--- src/urscf_consts.vh ---
// Constants for the UART channel register bank: register indexes, reset
// values, field positions and transmit timing counts.
// Assumes inclusion by plain Verilog-2005 design files of this block only.
`ifndef URSCF_CONSTS_VH
`define URSCF_CONSTS_VH

// Register indexes on the five-bit register port.
`define URSCF_A_RXHOLD   5'h00
`define URSCF_A_IENA     5'h01
`define URSCF_A_ISRC     5'h02
`define URSCF_A_FCTL     5'h03
`define URSCF_A_LCTL     5'h04
`define URSCF_A_MCTL     5'h05
`define URSCF_A_LSTATE   5'h06
`define URSCF_A_MSTATE   5'h07
`define URSCF_A_SCRATCH  5'h08
`define URSCF_A_TCR      5'h09
`define URSCF_A_TLR      5'h0a
`define URSCF_A_TXSPACE  5'h0b
`define URSCF_A_RXFILL   5'h0c
`define URSCF_A_GDIR     5'h0d
`define URSCF_A_GLVL     5'h0e
`define URSCF_A_GIRQ     5'h0f
`define URSCF_A_IOCTL    5'h10
`define URSCF_A_XFCTL    5'h11
`define URSCF_A_EFEAT    5'h12
`define URSCF_A_DIVLO    5'h13
`define URSCF_A_DIVHI    5'h14
`define URSCF_A_DIVFR    5'h15
`define URSCF_A_RES1     5'h16
`define URSCF_A_RES2     5'h17
`define URSCF_A_HALT1    5'h18
`define URSCF_A_HALT2    5'h19
`define URSCF_A_TXHOLD   5'h1a

// Reset values.
`define URSCF_RST_DIVLO  8'h01
`define URSCF_RST_DIVHI  8'h00
`define URSCF_RST_SCR    8'hff
`define URSCF_RST_CHAR   8'h00
`define URSCF_RST_ZERO   8'h00
`define URSCF_RST_ISRC   8'h01
`define URSCF_RST_LCTL   8'h1d
`define URSCF_RST_TCR    8'h0f
`define URSCF_TXSPACE_EMPTY 8'h40

// Field positions.
`define URSCF_EF_ENH     4
`define URSCF_EF_ACTS    7
`define URSCF_IO_SRST    3
`define URSCF_XF_TXDIS   2
`define URSCF_MC_DTR     0
`define URSCF_MC_RTS     1
`define URSCF_IE_MODEM   3
`define URSCF_LS_THRE    5
`define URSCF_LS_TEMT    6

// Enhanced-bit masks: bits that only change while the enhanced enable is set.
`define URSCF_MASK_IENA  8'hf0
`define URSCF_MASK_FCTL  8'h30
`define URSCF_MASK_MCTL  8'he0

// Clocks per bit are divisor times the oversampling count.
`define URSCF_SAMP_16    6'd16
`define URSCF_SAMP_8     6'd8
`define URSCF_SAMP_4     6'd4
`define URSCF_FRAME_BITS 4'd10

`endif

--- src/urscf_bank.v ---
// Register bank of one UART channel with reset-state handling, automatic
// clear-to-send transmit gating and the four flow-control character registers.
// Assumes one clock, synchronous active-low resets, a plain register port
// with one-cycle strobes, and modem pins asynchronous to CLOCK.
`timescale 1ns/100ps
`include "urscf_consts.vh"

module urscf_bank (
  // Clock and the two synchronous resets.
  input  wire       CLOCK,
  input  wire       POR_N,
  input  wire       RST_N,
  // Register port.
  input  wire [4:0] ADDR,
  input  wire [7:0] WDATA,
  input  wire       WR,
  input  wire       RD,
  output reg  [7:0] RDATA,
  // Modem inputs, asynchronous to CLOCK.
  input  wire       CTS_N,
  input  wire       DSR_N,
  input  wire       RI_N,
  input  wire       CD_N,
  // Serial and modem outputs, all from flops.
  output reg        TX,
  output reg        RTS_N,
  output reg        DTR_N,
  output reg        IRQ_N
);

  // Power-up-only registers. Pin and software resets leave
  // them alone, so a running link keeps its divisor and its
  // flow characters.
  reg [7:0] divisor_low_byte;   // Baud divisor, low byte.
  reg [7:0] divisor_high_byte;  // Baud divisor, high byte.
  reg [7:0] scratch_pad;        // Free software storage.
  reg [7:0] resume_char_one;    // First transmit-on character.
  reg [7:0] resume_char_two;    // Second transmit-on character.
  reg [7:0] halt_char_one;      // First transmit-off character.
  reg [7:0] halt_char_two;      // Second transmit-off character.

  // Registers cleared by every reset.
  // Their reset values leave the enhanced bits locked.
  reg [7:0] divisor_fraction;        // Fraction and oversampling select.
  reg [7:0] interrupt_enable;        // Interrupt enables.
  reg [7:0] fifo_control;            // FIFO control, write only.
  reg [7:0] line_control;            // Line format control.
  reg [7:0] modem_control;           // Modem output control.
  reg [7:0] flow_halt_resume_levels; // Halt and resume levels.
  reg [7:0] fifo_trigger_levels;     // FIFO trigger levels.
  reg [7:0] gpio_direction;          // GPIO direction.
  reg [7:0] gpio_level;              // GPIO output level.
  reg [7:0] gpio_irq_enable;         // GPIO interrupt enables.
  reg [7:0] io_control;              // I/O control.
  reg [7:0] extra_feature_control;   // Extra feature control.
  reg [7:0] enhanced_feature;        // Enhanced feature control.
  reg [3:0] modem_change;            // Sticky modem input change flags.
  reg [3:0] modem_prev;              // Last synchronised modem levels.
  reg       hold_full;               // Transmit holding stage occupied.
  reg [7:0] transmit_holding;        // Byte waiting for the shifter.

  // Resets, strobes and internal views.
  wire       any_rst;     // Pin, software or power-up reset.
  wire       soft_rst;    // Software reset request this cycle.
  wire       wr_en;       // Register write accepted.
  wire       enh_on;      // Enhanced bits may be modified.
  wire [3:0] modem_lvl;   // Synchronised pins: CTS, DSR, RI, CD.
  wire       cts_pause;   // Transmitter must not start a frame.
  wire       tx_take;     // Shifter took the holding byte.
  wire       tx_busy;     // Shifter is sending.
  wire       tx_line;     // Serial line from the shifter.
  wire [7:0] modem_state; // Modem status value.
  wire [7:0] line_state;  // Line status value.
  wire       modem_irq;   // Enabled modem change pending.

  reg  [7:0] next_rdata;  // Read data selected this cycle.

  // A write of one to the software reset bit resets the bank next edge.
  // The strobe is decoded from the port, so the reset lands at the very
  // edge of the write, and the rest of that write is dropped: nothing it
  // carried can outlive the reset it caused.
  assign soft_rst = WR && (ADDR == `URSCF_A_IOCTL) && WDATA[`URSCF_IO_SRST];
  assign any_rst  = !RST_N || !POR_N || soft_rst;
  assign wr_en    = WR && !soft_rst;
  assign enh_on   = enhanced_feature[`URSCF_EF_ENH];

  // Pin synchroniser for the four modem inputs.
  // Only power-up resets it, so a pin or software reset never
  // makes the modem levels look freshly changed.
  urscf_sync u_sync (
    .clk   (CLOCK),
    .rst   (!POR_N),
    .pin   ({CD_N, RI_N, DSR_N, CTS_N}),
    .level (modem_lvl)
  );

  // Auto clear-to-send: a high CTS stops new frames, a low one lets them go.
  // The transmitter disable bit holds frames back the same way.
  // CTS acts a few clocks late through the synchroniser; a frame
  // started in that gap still runs to its stop bit.
  assign cts_pause = (enhanced_feature[`URSCF_EF_ACTS] && modem_lvl[0])
                   || extra_feature_control[`URSCF_XF_TXDIS];

  // Serial shifter; frames already started complete unless a reset cuts them.
  // It takes the holding byte only between frames.
  urscf_tx u_tx (
    .clk       (CLOCK),
    .rst       (any_rst),
    .divisor   ({divisor_high_byte, divisor_low_byte}),
    .samp_sel  (divisor_fraction[5:4]),
    .hold_full (hold_full),
    .hold_data (transmit_holding),
    .pause     (cts_pause),
    .take      (tx_take),
    .busy      (tx_busy),
    .txd       (tx_line)
  );

  // Status views; upper modem bits are pin levels inverted.
  // Line status bit 6: holding stage and shifter both empty.
  // Line status bit 5: holding stage empty. There is no
  // receiver, so the receive bits stay clear.
  assign modem_state = {~modem_lvl, modem_change};
  assign line_state  = {1'b0, !hold_full && !tx_busy, !hold_full, 5'h00};
  assign modem_irq   = interrupt_enable[`URSCF_IE_MODEM] && (modem_change != 4'h0);

  // Merge a write, keeping enhanced bits locked unless enhanced enable is set.
  // Unmasked bits are written as usual, so legacy software
  // still reaches them while the enhanced bits stay latched.
  function [7:0] enh_merge;
    input [7:0] old_v;
    input [7:0] new_v;
    input [7:0] mask;
    input       allow;
    begin
      enh_merge = allow ? new_v : ((old_v & mask) | (new_v & ~mask));
    end
  endfunction

  // Power-up-only registers: only POR_N resets them.
  // Writes reach them even in a pin or software reset, since
  // neither reset clears them.
  always @(posedge CLOCK) begin
    if (!POR_N) begin
      divisor_low_byte  <= `URSCF_RST_DIVLO;
      divisor_high_byte <= `URSCF_RST_DIVHI;
      scratch_pad       <= `URSCF_RST_SCR;
      resume_char_one   <= `URSCF_RST_CHAR;
      resume_char_two   <= `URSCF_RST_CHAR;
      halt_char_one     <= `URSCF_RST_CHAR;
      halt_char_two     <= `URSCF_RST_CHAR;
    end else if (WR) begin
      // Character registers are plain read-write storage.
      case (ADDR)
        // The shifter picks up a new divisor at its next bit.
        `URSCF_A_DIVLO:   divisor_low_byte  <= WDATA;
        `URSCF_A_DIVHI:   divisor_high_byte <= WDATA;
        `URSCF_A_SCRATCH: scratch_pad       <= WDATA;
        `URSCF_A_RES1:    resume_char_one   <= WDATA;
        `URSCF_A_RES2:    resume_char_two   <= WDATA;
        `URSCF_A_HALT1:   halt_char_one     <= WDATA;
        `URSCF_A_HALT2:   halt_char_two     <= WDATA;
        // Other indexes leave these registers alone.
        default: begin
          divisor_low_byte <= divisor_low_byte;
        end
      endcase
    end
  end

  // Control registers: every reset clears them to their reset values.
  // Registers with enhanced bits pass through the lock; the
  // fraction, halt-resume and trigger registers lock whole.
  always @(posedge CLOCK) begin
    if (any_rst) begin
      // Line control and halt-resume levels reset non-zero.
      divisor_fraction        <= `URSCF_RST_ZERO;
      interrupt_enable        <= `URSCF_RST_ZERO;
      fifo_control            <= `URSCF_RST_ZERO;
      line_control            <= `URSCF_RST_LCTL;
      modem_control           <= `URSCF_RST_ZERO;
      flow_halt_resume_levels <= `URSCF_RST_TCR;
      fifo_trigger_levels     <= `URSCF_RST_ZERO;
      gpio_direction          <= `URSCF_RST_ZERO;
      gpio_level              <= `URSCF_RST_ZERO;
      gpio_irq_enable         <= `URSCF_RST_ZERO;
      io_control              <= `URSCF_RST_ZERO;
      extra_feature_control   <= `URSCF_RST_ZERO;
      enhanced_feature        <= `URSCF_RST_ZERO;
    end else if (wr_en) begin
      case (ADDR)
        `URSCF_A_DIVFR: begin
          if (enh_on) begin
            divisor_fraction <= WDATA;
          end
        end
        `URSCF_A_IENA: begin
          interrupt_enable <= enh_merge(interrupt_enable, WDATA, `URSCF_MASK_IENA, enh_on);
        end
        `URSCF_A_FCTL: begin
          fifo_control <= enh_merge(fifo_control, WDATA, `URSCF_MASK_FCTL, enh_on);
        end
        `URSCF_A_MCTL: begin
          modem_control <= enh_merge(modem_control, WDATA, `URSCF_MASK_MCTL, enh_on);
        end
        `URSCF_A_TCR: begin
          if (enh_on) begin
            flow_halt_resume_levels <= WDATA;
          end
        end
        `URSCF_A_TLR: begin
          if (enh_on) begin
            fifo_trigger_levels <= WDATA;
          end
        end
        // Plain read-write registers, never locked.
        `URSCF_A_LCTL:  line_control          <= WDATA;
        `URSCF_A_GDIR:  gpio_direction        <= WDATA;
        `URSCF_A_GLVL:  gpio_level            <= WDATA;
        `URSCF_A_GIRQ:  gpio_irq_enable       <= WDATA;
        `URSCF_A_IOCTL: io_control            <= WDATA;
        `URSCF_A_XFCTL: extra_feature_control <= WDATA;
        `URSCF_A_EFEAT: enhanced_feature      <= WDATA;
        // Read-only and power-up-only indexes are ignored here.
        default: begin
          io_control <= io_control;
        end
      endcase
    end
  end

  // Transmit holding stage; a write while full replaces the waiting byte.
  // A write wins over a take in the same cycle, so the new
  // byte is kept and offered again at the next edge.
  always @(posedge CLOCK) begin
    if (any_rst) begin
      // A byte still waiting at reset is dropped.
      hold_full        <= 1'b0;
      transmit_holding <= `URSCF_RST_ZERO;
    end else if (wr_en && ADDR == `URSCF_A_TXHOLD) begin
      hold_full        <= 1'b1;
      transmit_holding <= WDATA;
    end else if (tx_take) begin
      // The shifter took the byte; the stage is free again.
      hold_full <= 1'b0;
    end
  end

  // Modem change flags: cleared by reset and by a status read.
  // A change in the same cycle as the read wins over the clear.
  // The previous levels trail by one clock, so each change is
  // counted once.
  always @(posedge CLOCK) begin
    if (any_rst) begin
      // The present levels become the reference: no false change.
      modem_change <= 4'h0;
      modem_prev   <= modem_lvl;
    end else begin
      modem_prev <= modem_lvl;
      // A status read clears all but this cycle's changes.
      if (RD && ADDR == `URSCF_A_MSTATE) begin
        modem_change <= modem_lvl ^ modem_prev;
      end else begin
        modem_change <= modem_change | (modem_lvl ^ modem_prev);
      end
    end
  end

  // Read multiplexer; write-only and unmapped indexes read zero.
  // Only the modem status read has a side effect, handled
  // in the modem process.
  always @* begin
    next_rdata = 8'h00;
    case (ADDR)
      `URSCF_A_IENA:    next_rdata = interrupt_enable;
      `URSCF_A_ISRC:    next_rdata = modem_irq ? `URSCF_RST_ZERO : `URSCF_RST_ISRC;
      `URSCF_A_LCTL:    next_rdata = line_control;
      `URSCF_A_MCTL:    next_rdata = modem_control;
      `URSCF_A_LSTATE:  next_rdata = line_state;
      `URSCF_A_MSTATE:  next_rdata = modem_state;
      `URSCF_A_SCRATCH: next_rdata = scratch_pad;
      `URSCF_A_TCR:     next_rdata = flow_halt_resume_levels;
      `URSCF_A_TLR:     next_rdata = fifo_trigger_levels;
      `URSCF_A_TXSPACE: next_rdata = `URSCF_TXSPACE_EMPTY - {7'h00, hold_full};
      // No receiver: the receive fill level stays zero.
      `URSCF_A_RXFILL:  next_rdata = `URSCF_RST_ZERO;
      `URSCF_A_GDIR:    next_rdata = gpio_direction;
      `URSCF_A_GLVL:    next_rdata = gpio_level;
      `URSCF_A_GIRQ:    next_rdata = gpio_irq_enable;
      `URSCF_A_IOCTL:   next_rdata = io_control;
      `URSCF_A_XFCTL:   next_rdata = extra_feature_control;
      `URSCF_A_EFEAT:   next_rdata = enhanced_feature;
      `URSCF_A_DIVLO:   next_rdata = divisor_low_byte;
      `URSCF_A_DIVHI:   next_rdata = divisor_high_byte;
      `URSCF_A_DIVFR:   next_rdata = divisor_fraction;
      `URSCF_A_RES1:    next_rdata = resume_char_one;
      `URSCF_A_RES2:    next_rdata = resume_char_two;
      `URSCF_A_HALT1:   next_rdata = halt_char_one;
      `URSCF_A_HALT2:   next_rdata = halt_char_two;
      default:          next_rdata = 8'h00;
    endcase
  end

  // Read data stand for one cycle after the strobe, zero otherwise.
  // A zero bus outside the answer cycle makes a stray sample
  // easy to see.
  always @(posedge CLOCK) begin
    if (!RST_N || !POR_N) begin
      // A software reset leaves the read data alone.
      RDATA <= 8'h00;
    end else begin
      RDATA <= RD ? next_rdata : 8'h00;
    end
  end

  // Pin outputs: all high during and straight after any reset.
  // TX passes one flop after the shifter, so the line moves a
  // clock after the shifter decides.
  always @(posedge CLOCK) begin
    if (any_rst) begin
      TX    <= 1'b1;
      RTS_N <= 1'b1;
      DTR_N <= 1'b1;
      IRQ_N <= 1'b1;
    end else begin
      // Modem outputs are active low; the interrupt too.
      TX    <= tx_line;
      RTS_N <= !modem_control[`URSCF_MC_RTS];
      DTR_N <= !modem_control[`URSCF_MC_DTR];
      IRQ_N <= !modem_irq;
    end
  end

endmodule

--- src/urscf_sync.v ---
// Input synchroniser for the four modem input pins.
// Assumes asynchronous pin levels; output rises once stages two and three are both high, and a mismatch drives it low.
`timescale 1ns/100ps
module urscf_sync (
  input  wire       clk,
  input  wire       rst,
  input  wire [3:0] pin,
  output reg  [3:0] level
);

  reg [3:0] stage1;  // First stage, read only by stage two.
  reg [3:0] stage2;  // Second stage.
  reg [3:0] stage3;  // Third stage.

  // Three-flop chain; a high counts once stages two and three are both high, and any mismatch clears the bit.
  // Pins idle high, so the chain resets high.
  always @(posedge clk) begin
    if (rst) begin
      stage1 <= 4'hf;
      stage2 <= 4'hf;
      stage3 <= 4'hf;
      level  <= 4'hf;
    end else begin
      stage1 <= pin;
      stage2 <= stage1;
      stage3 <= stage2;
      level  <= (stage2 & stage3) | (level & ~(stage2 ^ stage3));
    end
  end

endmodule

--- src/urscf_tx.v ---
// Serial transmitter: one start bit, eight data bits, one stop bit.
// Assumes the bank offers a byte only when the holding stage is full.
`timescale 1ns/100ps
`include "urscf_consts.vh"
module urscf_tx (
  input  wire        clk,
  input  wire        rst,
  input  wire [15:0] divisor,
  input  wire [1:0]  samp_sel,
  input  wire        hold_full,
  input  wire [7:0]  hold_data,
  input  wire        pause,
  output reg         take,
  output reg         busy,
  output reg         txd
);

  reg [8:0]  shift;     // Data bits plus the stop bit, sent LSB first.
  reg [3:0]  bit_cnt;   // Bits left in the current frame.
  reg [21:0] tick_cnt;  // Clocks left in the current bit.

  // Clocks per bit from divisor and oversampling; divisor zero acts as one.
  function [21:0] bit_len;
    input [15:0] d;
    input [1:0]  s;
    reg   [5:0]  m;
    begin
      m = s[1] ? `URSCF_SAMP_4 : (s[0] ? `URSCF_SAMP_8 : `URSCF_SAMP_16);
      bit_len = (d == 16'h0000) ? {16'h0000, m} : {6'h00, d} * {16'h0000, m};
    end
  endfunction

  // A frame starts only between characters, so a pause never cuts one.
  always @(posedge clk) begin
    if (rst) begin
      shift    <= 9'h1ff;
      bit_cnt  <= 4'd0;
      tick_cnt <= 22'd0;
      take     <= 1'b0;
      busy     <= 1'b0;
      txd      <= 1'b1;
    end else begin
      take <= 1'b0;
      if (busy) begin
        if (tick_cnt > 22'd1) begin
          tick_cnt <= tick_cnt - 22'd1;
        end else if (bit_cnt > 4'd1) begin
          txd      <= shift[0];
          shift    <= {1'b1, shift[8:1]};
          bit_cnt  <= bit_cnt - 4'd1;
          tick_cnt <= bit_len(divisor, samp_sel);
        end else begin
          busy <= 1'b0;  // Stop bit done; line stays high.
        end
      end else if (hold_full && !take && !pause) begin
        txd      <= 1'b0;
        shift    <= {1'b1, hold_data};
        bit_cnt  <= `URSCF_FRAME_BITS;
        tick_cnt <= bit_len(divisor, samp_sel);
        take     <= 1'b1;
        busy     <= 1'b1;
      end
    end
  end

endmodule
--- config.mk ---
export PLATFORM = sky130hd
export DESIGN_NAME = urscf_bank
export DESIGN_NICKNAME = d
export VERILOG_FILES = /design/src/urscf_bank.v /design/src/urscf_sync.v /design/src/urscf_tx.v
export VERILOG_INCLUDE_DIRS = /design/src
export SDC_FILE = /design/constraint.sdc
export NUM_CORES = 1
export LEC_CHECK = 0
export BUFFER_PORTS_ARGS = -buffer_cell sky130_fd_sc_hd__buf_2
export CAP_MARGIN = 20
export CORE_MARGIN = 3
export CORE_UTILIZATION = 54
export CTS_CLUSTER_SIZE = 14
export DETAILED_ROUTE_END_ITERATION = 12
export PLACE_DENSITY = 0.71
export SYNTH_ARGS = -nofsm -noshare
export SYNTH_HDL_FRONTEND = slang
export SYNTH_HIERARCHICAL = 1
export SYNTH_SLANG_ARGS = --single-unit
--- constraint.sdc ---
create_clock -name CLOCK -period 7.8 [get_ports CLOCK]
set_input_delay 1.17 -clock CLOCK [delete_from_list [all_inputs] [get_ports CLOCK]]
set_output_delay 1.17 -clock CLOCK [all_outputs]
set_load 0.02 [all_outputs]
Word level (Yosys, flattened, before mapping)
Cells that the tools add are included.

word-level totals
  output and inout port bits = 12
  word-level logic and storage cells = 162
  flip-flop bits (word level) = 235

operators by class
  reductions and logical operators = 50
  bitwise logic cells = 11
  equal/unequal tests = 27
  add/subtract/negate cells = 3
  mux-type cells = 30
  $lt $le $gt $ge = 2
  multipliers = 1

operators with widths
  cell                                                             count
  case mux 8 bit (23 select lines)                                 1
  two-way mux 22 bit                                               5
  == test 5 bit (second input constant)                            11
  two-way mux 9 bit                                                4
  == test 5 x 4 -> 1 bit (second input constant)                   7
  AND reduction 2 bit                                              17
  greater-than comparator 22 x 1 -> 1 bit (second input constant)  1
  multiplier 16 x 6 -> 22 bit                                      1
  subtractor 22 x 1 -> 22 bit (second input constant)              1
  == test 5 x 3 -> 1 bit (second input constant)                   4
  two-way mux 4 bit                                                5
  logical NOT 16 bit                                               1
  two-way mux 8 bit                                                2
  AND reduction 3 bit                                              4
  two-way mux 1 bit                                                11
  logical AND 1 bit                                                10
  logical NOT 1 bit                                                10
  AND 4 bit                                                        2
  inverter 4 bit                                                   2
  OR 4 bit                                                         2
  OR 8 x 4 -> 8 bit                                                1
  OR 8 x 5 -> 8 bit                                                1
  subtractor 7 x 1 -> 8 bit (first input constant)                 1
  XOR 4 bit                                                        2
  13 further kinds                                                 18

Depth between registers and ports, before layout
Gate-level depths: netlist of the first run.

  depth in word-level cells = 7
  gate-level depth with buffers = 18
  mapped depth without buffers = 16

By module
Netlist of the first run, hierarchy kept.

by module, submodules not included
  module      times used  area an instance (um2)  cells an instance  seq. area each (um2)
  urscf_bank  1           8087.8                  934                3623.5
  urscf_tx    1           3797.4                  493                740.7
  urscf_sync  1           506.7                   45                 320.3

Worst setup path after synthesis of the first run
OpenSTA, ideal clock, no wires.

  path kind = register to register
  start point = register divisor_fraction[5]
  end point = register u_tx.tick_cnt[18]
  arrival time = 3.924 ns
  slack = 3.773 ns
  buffers on the path = 3
  period minus slack after synthesis = 4.027 ns
  data required time = 7.697 ns
  stages on the path, launching flop included = 18
  cell sequence = dfxtp_1 -> clkbuf_1 -> nor2b_1 -> clkbuf_1 -> clkbuf_1 -> nand2_1 -> fa_1 -> inv_1 -> ha_1 -> ha_1 -> ha_1 -> nor2b_1 -> o31ai_1 -> a31oi_1 -> a21oi_1 -> xnor2_1 -> a21oi_1 -> a2111oi_2

on the way
  longest elaborated chain between the ends = 6

ends and longest elaborated chain
  what                             RTL line          RTL
  start, declared                  urscf_bank.v:44   reg [7:0] divisor_fraction;
  start signal, assigned           urscf_bank.v:177  divisor_fraction <= `URSCF_RST_ZERO;
  two-way mux 6 bit (*)            urscf_tx.v:28     m = s[1] ? `URSCF_SAMP_4 : (s[0] ? `URSCF_SAMP_8 : `URSCF_SAMP_16);
  multiplier 16 x 6 -> 22 bit (*)  urscf_tx.v:29     bit_len = (d == 16'h0000) ? {16'h0000, m} : {6'h00, d} * {16'h0000, m};
  two-way mux 22 bit (*)           urscf_tx.v:29
  two-way mux 22 bit               urscf_tx.v:47     end else if (bit_cnt > 4'd1) begin
  two-way mux 22 bit               urscf_tx.v:45     if (tick_cnt > 22'd1) begin
  two-way mux 22 bit (*)           urscf_tx.v:44     if (busy) begin
  end signal, assigned             urscf_tx.v:46     tick_cnt <= tick_cnt - 22'd1;
  end signal, assigned             urscf_tx.v:51     tick_cnt <= bit_len(divisor, samp_sel);
  end signal, assigned             urscf_tx.v:59     tick_cnt <= bit_len(divisor, samp_sel);
  end, declared                    urscf_tx.v:20     reg [21:0] tick_cnt;

Mark *: on every way between the ends. The rest lies on a longest branch, timed or not. The select of a mux whose other input is x is not followed.
A chain may end at the register's enable or synchronous reset.

Final worst setup path of the first run
Ends and elaborated chain as after synthesis.

==> flow_summary.ini, run 1 <==
[run_status]
status = finished clean

[place]
port_buffers = 33
routabilityCongestion = 0.922
place.detailed.hpwl_um = 23600
pre_cts_slack_ps = 2950

[clock_network]
cts_buffers = 26
post_cts_resized = 0
cts_hold_buf = 0
insertion_delay_ps = 550
clockBufferDepth = 3
htreeDepth = 1
clockRootBuffer = clkbuf_16
clock_sinks = 234
cts.clk_slew.worst_paths_ps = 60
post-cts-setup-buffers = 0
cts_tree = built

[drt]
wirelength_um = 36000
vias_per_cell = 6.31
drcViolationCount = 0
vias = 10900
ant_nets = 0
drt_iter0_drc = 1145
wl_per_cell_um = 20.8
dr.pass1.iters = 7

[worst_setup_path]
cp-startpoint = divisor_fraction[5]$_SDFFE_PP0P_
crit_path_start_kind = flip-flop
crit_path_cell_trace = nor2b_1, nand2_1, fa_1, inv_1, ha_1, ha_1, ha_1, inv_1, fa_1, nor2b_1, o31ai_1, a31oi_1, a21oi_1, xnor2_1, a21oi_1, a2111oi_2
cpPeakStageDelay_ps = 910
cp_slowest_cell = nor2b_1
crit_top_cell = ha_1
ff2ff_path_depth = 16
crit_path_max_fanout = 21
ff2ff_setup_slack_ps = 2880
required_ps = 8220
arrival_ps = 5350
r2r-end = u_tx/tick_cnt[18]$_SDFFE_PP0P_
endpoint_kind = flip-flop
reg2reg_from = divisor_fraction[5]$_SDFFE_PP0P_
crit_type = reg2reg

[floorplanning]
rows = 54
start_util_pct = 55.9
core-area_um2 = 22200
fp.dieW_um = 157
dieArea_um2 = 24800
io_pins = 34
die_y_um = 157

[logic_synthesis]
synth_top_cell_by_area = dfxtp_1
synth-seq-area-share_pct = 37.8
synthesis.area_um2 = 12400
synth_cell_types = 80
synth_edf_count = 0
synth_flop_cell = dfxtp_1
synth.top_cell.area_share_pct = 37.8
synth_warnings = 6
async_flop_share_pct = 0
syn_inst = 1472
syn_area_per_cell_um2 = 8.42
syn_nets = 1563
synth.area.top_cells = dfxtp_1 38%, mux2i_1 8.0%, nand2_1 5.8%, ha_1 5.4%, a21oi_1 5.3%
ys_seq_elements = 234

[timing]
tns_ps = 0
hold_viol = 0
post-route-min-period_ps = 4920
relSlewSlack_pct = 21.0
slew_viol_final = 0
setup_violations = 0
finClkSkew_ps = 30.9
worst_slew_pin_slew_ps = 1180
setup_ws_ps = 2880
timing.final.crit_share_pct = 63.1
rsz0062_at_grt = false
clock.fmax_mhz = 203

[power_and_ir_drop]
p_per_area_nw_per_um2 = 190
vdd_drop_max_uv = 190
p_leak_nw = 5.27

[final_layout]
regMostFlops = u_tx/tick_cnt
diodes = 0
layout-drive-gt1-share_pct = 8.80
largest_reg_flops = 22
fin_nets = 1529
syn_to_final_growth_pct = 7.79

[min_path]
holdPathEnd = u_sync/stage2[3]$_SDFF_PP1_
min_from = u_sync/stage1[3]$_SDFF_PP1_
holdPathStages = 1
hold_path_class = reg2reg

[global_route]
grt_pass1_wl_um = 56900
grt_pass1_vias = 10100
grt_overflow_total = 0
grt_use_total_pct = 28.7
grt_max_degree = 98
antenna_found_initial = 0

[job]
maxCapViolations = 0
==> routing by layer <==
layer	part of all wire (%)	up-vias	routed length [um]	GRT usage, %
met3	9.0	129	3240	5.22
met1	41	5146	14900	38.4
met4	4.3	0	1560	11.4
li1	-	5119	-	-
met2	45	555	16400	46.2
met5	0	-	0	0
==> power breakdown <==
part           leakage (nW)  switching (W)  internal, W
Sequential             1.89     0.00000453      0.00120
Combinational          2.99       0.000106    0.0000311
Clock                 0.394       0.000510     0.000689
Total                  5.27       0.000621      0.00192
==> cell usage after synthesis, types with 11 or more instances <==
cell,instances
xor2_1,13
nand3_1,77
ha_1,53
a21oi_1,131
clkbuf_1,64
fa_1,16
and3_1,13
mux2i_1,99
nor4_1,15
a31oi_1,15
nand2_1,191
a32oi_1,11
dfxtp_1,234
a22oi_1,13
nor3_1,29
nor2_1,136
o21ai_0,62
buf_2,29
or2_1,12
inv_1,46
==> worst max path at each step <==
| stage | end | slack (ps) | depth (start not counted) |
|---|---|---|---|
| after floorplan | u_tx/tick_cnt[18]$_SDFFE_PP0P_ | 3770 | 17 |
| after global placement | u_tx/tick_cnt[18]$_SDFFE_PP0P_ | 3100 | 16 |
| after detailed placement | u_tx/tick_cnt[18]$_SDFFE_PP0P_ | 2950 | 16 |
| after CTS | u_tx/tick_cnt[18]$_SDFFE_PP0P_ | 2910 | 16 |
| after global routing | u_tx/tick_cnt[18]$_SDFFE_PP0P_ | 2350 | 16 |
| final | u_tx/tick_cnt[18]$_SDFFE_PP0P_ | 2880 | 16 |
==> area by class of cell <==
class,count,area [um^2]
Timing Repair Buffer,45,253
Inverter,47,179
Clock inverter,10,123
Fill cell,1958,8800
Clock buffer,34,721
Tap cell,280,350
Multi-Input combinational cell,1084,7050
Sequential cell,234,4680
==> metrics by stage <==
stage               hold WS, ps  total power [W]  std cells  cell area (um^2)  utilization (%)
floorplan                   370          0.00132       1472             12400                -
detailed placement          393          0.00136       1689             12500             56.4
global route                420          0.00261       1734             13400             60.3
global placement            384          0.00136       1689             12500             56.4
CTS                         407          0.00255       1733             13400             60.3
finish                      404          0.00254       1734             13400             60.3
==> layout by cell type (no fill, tap or decap), types with 7 or more instances in the layout <==
| cell type | n |
|---|---|
| a31oi_1 | 15 |
| mux2i_1 | 99 |
| buf_4 | 11 |
| o21ai_0 | 62 |
| and4_1 | 7 |
| nor2_2 | 8 |
| ha_1 | 53 |
| nand3b_1 | 10 |
| clkbuf_16 | 26 |
| xnor2_1 | 10 |
| nor2b_1 | 8 |
| inv_1 | 45 |
| xor2_1 | 13 |
| and3_1 | 13 |
| nor4_1 | 15 |
| dfxtp_1 | 234 |
| nand3_1 | 77 |
| nand2b_1 | 9 |
| a22o_1 | 10 |
| a21oi_1 | 131 |
| buf_2 | 34 |
| a22oi_1 | 13 |
| a32oi_1 | 11 |
| nand2_1 | 191 |
| or2_1 | 12 |
| nor3_1 | 29 |
| nor2_1 | 136 |
| and2_1 | 7 |
| fa_1 | 16 |
==> critical path, delay by kind of cell, from the launching register on <==
kind / cells / cell delay (ps)
flops: 1 / 500
compound gates: 5 / 1110
fa+ha+maj: 5 / 1700
buf+inv: 2 / 110
xor+xnor: 1 / 160
simple gates: 3 / 1260
==> logic make-up after synthesis <==
family / Yosys count / synth area share (%)
multiplexers: 103 / 8.36
XOR/XNOR: 23 / 1.63
flip-flops: 234 / 37.8
adder cells (fa/ha/maj): 69 / 7.94
AND/OR/NAND/NOR: 574 / 22.9
buffers and inverters: 154 / 5.37
AO/OA/AOI/OAI: 315 / 16.0
Power figures use the tool's default switching activity.
==> inputs of run 2 (changes only) <==
--- a/config.mk
+++ b/config.mk
@@ -6,13 +6,14 @@
 export SDC_FILE = /design/constraint.sdc
 export NUM_CORES = 1
 export LEC_CHECK = 0
+export ABC_AREA = 1
 export BUFFER_PORTS_ARGS = -buffer_cell sky130_fd_sc_hd__buf_2
 export CAP_MARGIN = 20
 export CORE_MARGIN = 3
 export CORE_UTILIZATION = 54
 export CTS_CLUSTER_SIZE = 14
 export DETAILED_ROUTE_END_ITERATION = 12
-export PLACE_DENSITY = 0.71
+export PLACE_DENSITY = 0.73
 export SYNTH_ARGS = -nofsm -noshare
 export SYNTH_HDL_FRONTEND = slang
 export SYNTH_HIERARCHICAL = 1
==> constraint.sdc (replaced) <==
create_clock -name CLOCK -period 4.5 [get_ports CLOCK]
set_input_delay 0.675 -clock CLOCK [delete_from_list [all_inputs] [get_ports CLOCK]]
set_output_delay 0.675 -clock CLOCK [all_outputs]
set_load 0.02 [all_outputs]
==> flow_summary.ini, run 2 <==
[clock_network]
htreeDepth = 1
clockBufferDepth = 3
cts.clk_slew.worst_paths_ps = 60
insertion_delay_ps = 540
cts_tree = built
post-cts-setup-buffers = 0
cts_hold_buf = 0
clock_sinks = 234
post_cts_resized = 0
cts_buffers = 26
clockRootBuffer = clkbuf_16

[final_layout]
multi_input_area_um2 = 7000
regMostFlops = u_tx/tick_cnt
ff_latch_area_um2 = 4680
fin_nets = 1974
finalInstanceArea_um2 = 13700
num-fill-cells = 2184
largest_reg_flops = 22
finalNonFillerCells = 2216
layout-drive-gt1-share_pct = 7.20
syn_to_final_growth_pct = 9.17
mostFrequentLayoutCells = 561 x nand2_1, 319 x nor2_1, 234 x dfxtp_1, 141 x inv_1, 128 x a21oi_1
diodes = 0
mostFrequentLayoutCell = nand2_1

[logic_synthesis]
synth_cell_types = 42
syn_inst = 1882
synthesis.area_um2 = 12600
syn_area_per_cell_um2 = 6.68
synth_flop_cell = dfxtp_1
ys_seq_elements = 234
syn_nets = 1973
synth_edf_count = 0
synth.most_common_cell = nand2_1
ys_top_cells_by_count = 561 x nand2_1, 319 x nor2_1, 234 x dfxtp_1
synth_top_cell_by_area = dfxtp_1
synth_warnings = 6
async_flop_share_pct = 0
synth.top_cell.area_share_pct = 37.2
synth.area.top_cells = dfxtp_1 37%, nand2_1 17%, nor2_1 9.5%, ha_1 5.3%, a21oi_1 5.1%
synth-seq-area-share_pct = 37.2

[worst_setup_path]
arrival_ps = 4390
crit_top_cell = nand2_1
crit_path_max_fanout = 20
critPathBufInv = 4
crit_path_start_kind = flip-flop
required_ps = 4910
endpoint_kind = flip-flop
cp_slowest_cell = fa_1
cpPeakStageDelay_ps = 520
crit_path_cell_trace = inv_1, nand2_1, inv_1, nand2_1, fa_1, inv_1, ha_1, ha_1, ha_1, inv_1, fa_1, nor2_1, nor2_1, o21ai_0, nand3_1, nand2_1, nand2_1, nand4_1, nand2_1
crit_type = reg2reg
critical_path.top_delay_family = adder cells

[place]
pre_cts_slack_ps = 549
routabilityCongestion = 0.954
port_buffers = 33
place_area_um2 = 12900
place_inst = 2167
place.detailed.hpwl_um = 24100

[power_and_ir_drop]
total_power_w = 0.00438
vdd_drop_max_uv = 336
p_leak_nw = 6.32
p_per_area_nw_per_um2 = 319

[timing]
worst_slew_pin_slew_ps = 979
slew_viol_final = 0
tns_ps = 0
timing.final.crit_share_pct = 88.5
post-route-min-period_ps = 3980
relSlewSlack_pct = 34.5
hold_viol = 0
clock.fmax_mhz = 251
finClkSkew_ps = 35.2
setup_violations = 0
rsz0062_at_grt = false
setup_ws_ps = 519

[drt]
wirelength_um = 34800
dr.pass1.iters = 6
drt_iter0_drc = 952
vias_per_cell = 5.38
wl_per_cell_um = 15.7
drcViolationCount = 0
ant_nets = 0
vias = 11900

[run_status]
status = finished clean

[floorplanning]
dieArea_um2 = 25200
rows = 55
core-area_um2 = 22800
fp.dieW_um = 159
die_y_um = 159
io_pins = 34
start_util_pct = 55.2

[global_route]
antenna_found_initial = 0
grt_max_degree = 70
grt_use_total_pct = 27.3
grt_overflow_total = 0
grt_pass1_wl_um = 55400
grt_pass1_vias = 11000

[min_path]
hold_path_class = in2reg

[job]
maxCapViolations = 0
## run 2: cell count changes after synthesis, sizes merged, moves of 13 or more
| cell | change |
|---|---|
| inv | +104 |
| nor3 | -30 |
| mux2i | -99 |
| a22oi | -13 |
| nand2 | +379 |
| nor2 | +197 |
| nor4 | -19 |
| clkbuf | -25 |
| nand4 | +35 |
| buf | -15 |
| and3 | -13 |
| nand3 | +50 |
| a31oi | -14 |
| o21ai | +33 |
## run 2: path summary, 6_finish.rpt
| path | start | endpoint | slack (ps) | cells past startpoint |
|---|---|---|---|---|
| max | divisor_fraction[5]$_SDFFE_PP0P_ | u_tx/tick_cnt[20]$_SDFFE_PP0P_ | 520 | 19 |
| min | CD_N | u_sync/stage1[3]$_SDFF_PP1_ | 310 | 2 |
| max reg2reg | divisor_fraction[5]$_SDFFE_PP0P_ | u_tx/tick_cnt[20]$_SDFFE_PP0P_ | 520 | 19 |
| min reg2reg | u_sync/level[2]$_SDFF_PP1_ | modem_prev[2]$_DFF_P_ | 400 | 0 |
## run 2: stage by stage
step | util, % | hold WS, ps
after detailed placement | 56.5 | 392
final | 60.3 | 306
after global routing | 60.3 | 295
after CTS | 60.3 | 289
after floorplan | - | 372
after global placement | 56.5 | 385
## run 2: layout make-up
cell class                 count  share of cell area, %
clock buffer                  35                   5.49
tap                          313                   2.85
multi-input combinational   1429                   51.0
sequential                   234                   34.1
clock inverter                13                  0.683
timing repair buffer          40                   1.68
inverter                     152                   4.23
## run 2: where the power goes
group	switching (W)	total, W	internal, W
clock network	0.000876	0.00206	0.00118
registers	0.0000100	0.00210	0.00209
logic	0.000172	0.000221	0.0000491
total	0.00106	0.00438	0.00332
## run 2: kinds of logic after synthesis
family	count (synthesis)	share of synthesized area (%)
AOI/OAI and AO/OA	236	9.78
xor gates and xnor gates	22	1.53
adders and majority gates	69	7.82
buffers and inverters	219	7.13
DFF	234	37.2
and+or+nand+nor	1102	36.5
## run 2: per-layer routing
layer	up-vias	GRT usage [%]	share of wire [%]	wire length, um
met5	-	0	0	0
met1	5462	35.7	43	14900
met3	76	3.81	6.5	2250
met2	390	45.8	47	16300
li1	5999	-	-	-
met4	0	10.6	3.8	1310
==> inputs of run 3 (changes only) <==
--- a/config.mk
+++ b/config.mk
@@ -7,13 +7,13 @@
 export NUM_CORES = 1
 export LEC_CHECK = 0
 export ABC_AREA = 1
-export BUFFER_PORTS_ARGS = -buffer_cell sky130_fd_sc_hd__buf_2
 export CAP_MARGIN = 20
 export CORE_MARGIN = 3
 export CORE_UTILIZATION = 54
 export CTS_CLUSTER_SIZE = 14
 export DETAILED_ROUTE_END_ITERATION = 12
-export PLACE_DENSITY = 0.73
+export DONT_BUFFER_PORTS = 1
+export PLACE_DENSITY = 0.72
 export SYNTH_ARGS = -nofsm -noshare
 export SYNTH_HDL_FRONTEND = slang
 export SYNTH_HIERARCHICAL = 1
==> flow_summary.ini, run 3 (synthesis results as in run 2) <==
[drt]
vias_per_cell = 5.48
drt_iter0_drc = 1150
ant_nets = 0
wirelength_um = 34400
wl_per_cell_um = 15.8
dr.pass1.iters = 8
vias = 11900
drcViolationCount = 0

[floorplanning]
io_pins = 34
start_util_pct = 55.2
rows = 55
fp.dieW_um = 159
core-area_um2 = 22800
die_y_um = 159
dieArea_um2 = 25200

[global_route]
grt_use_total_pct = 27.4
grt_util_met1_pct = 36.7
grt_pass1_vias = 11200
grt_overflow_total = 0
grt_pass1_wl_um = 56000
met2_usage_pct = 45.7
antenna_found_initial = 0
grt-busiest-layer = met2
grt_max_degree = 54
grt_use_met3_pct = 3.32

[clock_network]
post-cts-setup-buffers = 0
cts.clk_slew.worst_paths_ps = 60
post_cts_resized = 0
htreeDepth = 1
cts_buffers = 26
clockRootBuffer = clkbuf_16
cts_hold_buf = 0
clock_sinks = 234
insertion_delay_ps = 540
clockBufferDepth = 3
cts_tree = built

[timing]
rsz0062_at_grt = false
finClkSkew_ps = 26.6
hold_viol = 0
post-route-min-period_ps = 4020
tns_ps = 0
holdWs_ps = 227
relSlewSlack_pct = 33.5
clock.fmax_mhz = 249
timing.final.crit_share_pct = 89.3
setup_violations = 0
slew_viol_final = 0
worst_slew_pin_slew_ps = 994

[place]
routabilityCongestion = 0.943
port_buffers = 0
place.detailed.hpwl_um = 23900

[final_layout]
utilization_pct = 59.3
largest_reg_flops = 22
mostFrequentLayoutCell = nand2_1
regMostFlops = u_tx/tick_cnt
mostFrequentLayoutCells = 561 x nand2_1, 319 x nor2_1, 234 x dfxtp_1, 141 x inv_1, 128 x a21oi_1
syn_to_final_growth_pct = 7.36
layout-drive-gt1-share_pct = 5.20
diodes = 0
fin_nets = 1942

[power_and_ir_drop]
vdd_drop_max_uv = 302
p_per_area_nw_per_um2 = 313
p_leak_nw = 6.16

[run_status]
status = finished clean

[worst_setup_path]
required_ps = 4910
arrival_ps = 4430
crit_path_start_kind = flip-flop
crit_type = reg2reg
crit_path_max_fanout = 20
endpoint_kind = flip-flop

[min_path]
hold_path_class = in2reg

[job]
maxCapViolations = 0
==> run 3: cell count changes in the layout (fill, tap and decap cells not counted) <==
cell,before,now
buf_2,33,0
clkbuf_8,7,4
buf_12,1,0
clkbuf_1,2,6
buf_4,6,7
clkinv_2,6,5
clkinvlp_4,4,0
buf_6,0,1
==> run 3: where the power goes <==
group / switching, W / leakage, nW / internal (W) / total, W
Clock: 0.000844 / 0.391 / 0.00113 / 0.00197
Combinational: 0.000119 / 3.88 / 0.0000422 / 0.000161
Sequential: 0.0000110 / 1.89 / 0.00209 / 0.00210
Total: 0.000974 / 6.16 / 0.00326 / 0.00423
==> run 3: critical path: stages (launching register included) <==
cell,delay (ps)
dfxtp_1,500
inv_1,150
nand2_1,100
inv_1,320
nand2_1,130
fa_1,520
inv_1,40
ha_1,270
ha_1,290
ha_1,160
inv_1,60
fa_1,480
nor2_1,130
nor2_1,80
o21ai_0,250
nand3_1,160
nand2_1,90
nand2_1,50
nand4_1,70
nand2_1,50
==> run 3: final timing paths <==
check / from / end / slack, ps / cells past startpoint
setup reg to reg: divisor_fraction[5]$_SDFFE_PP0P_ / u_tx/tick_cnt[20]$_SDFFE_PP0P_ / 480 / 19
hold / removal: CD_N / u_sync/stage1[3]$_SDFF_PP1_ / 230 / 1
setup / recovery: divisor_fraction[5]$_SDFFE_PP0P_ / u_tx/tick_cnt[20]$_SDFFE_PP0P_ / 480 / 19
hold reg to reg: u_sync/level[2]$_SDFF_PP1_ / modem_prev[2]$_DFF_P_ / 400 / 0
==> run 3: area by class of cell <==
class | count | area (um^2)
Clock buffer | 36 | 728
Clock inverter | 8 | 58.8
Fill cell | 2171 | 9270
Inverter | 152 | 581
Multi-Input combinational cell | 1429 | 7000
Sequential cell | 234 | 4680
Tap cell | 313 | 392
Timing Repair Buffer | 8 | 63.8
==> run 3: stage by stage <==
stage	cells	setup WS, ps	total power, W	instance area [um^2]
after global routing	2180	77.1	0.00435	13500
after floorplan	1882	1060	0.00228	12600
after CTS	2179	508	0.00426	13500
final	2180	480	0.00423	13500
after detailed placement	2135	517	0.00230	12700
after global placement	2135	689	0.00230	12700
==> run 3: per-layer routing <==
layer  part of all wire, %  wire length, um
met1                    43            14700
met2                    47            16000
met3                   7.0             2420
met4                   3.7             1270
met5                     0                0
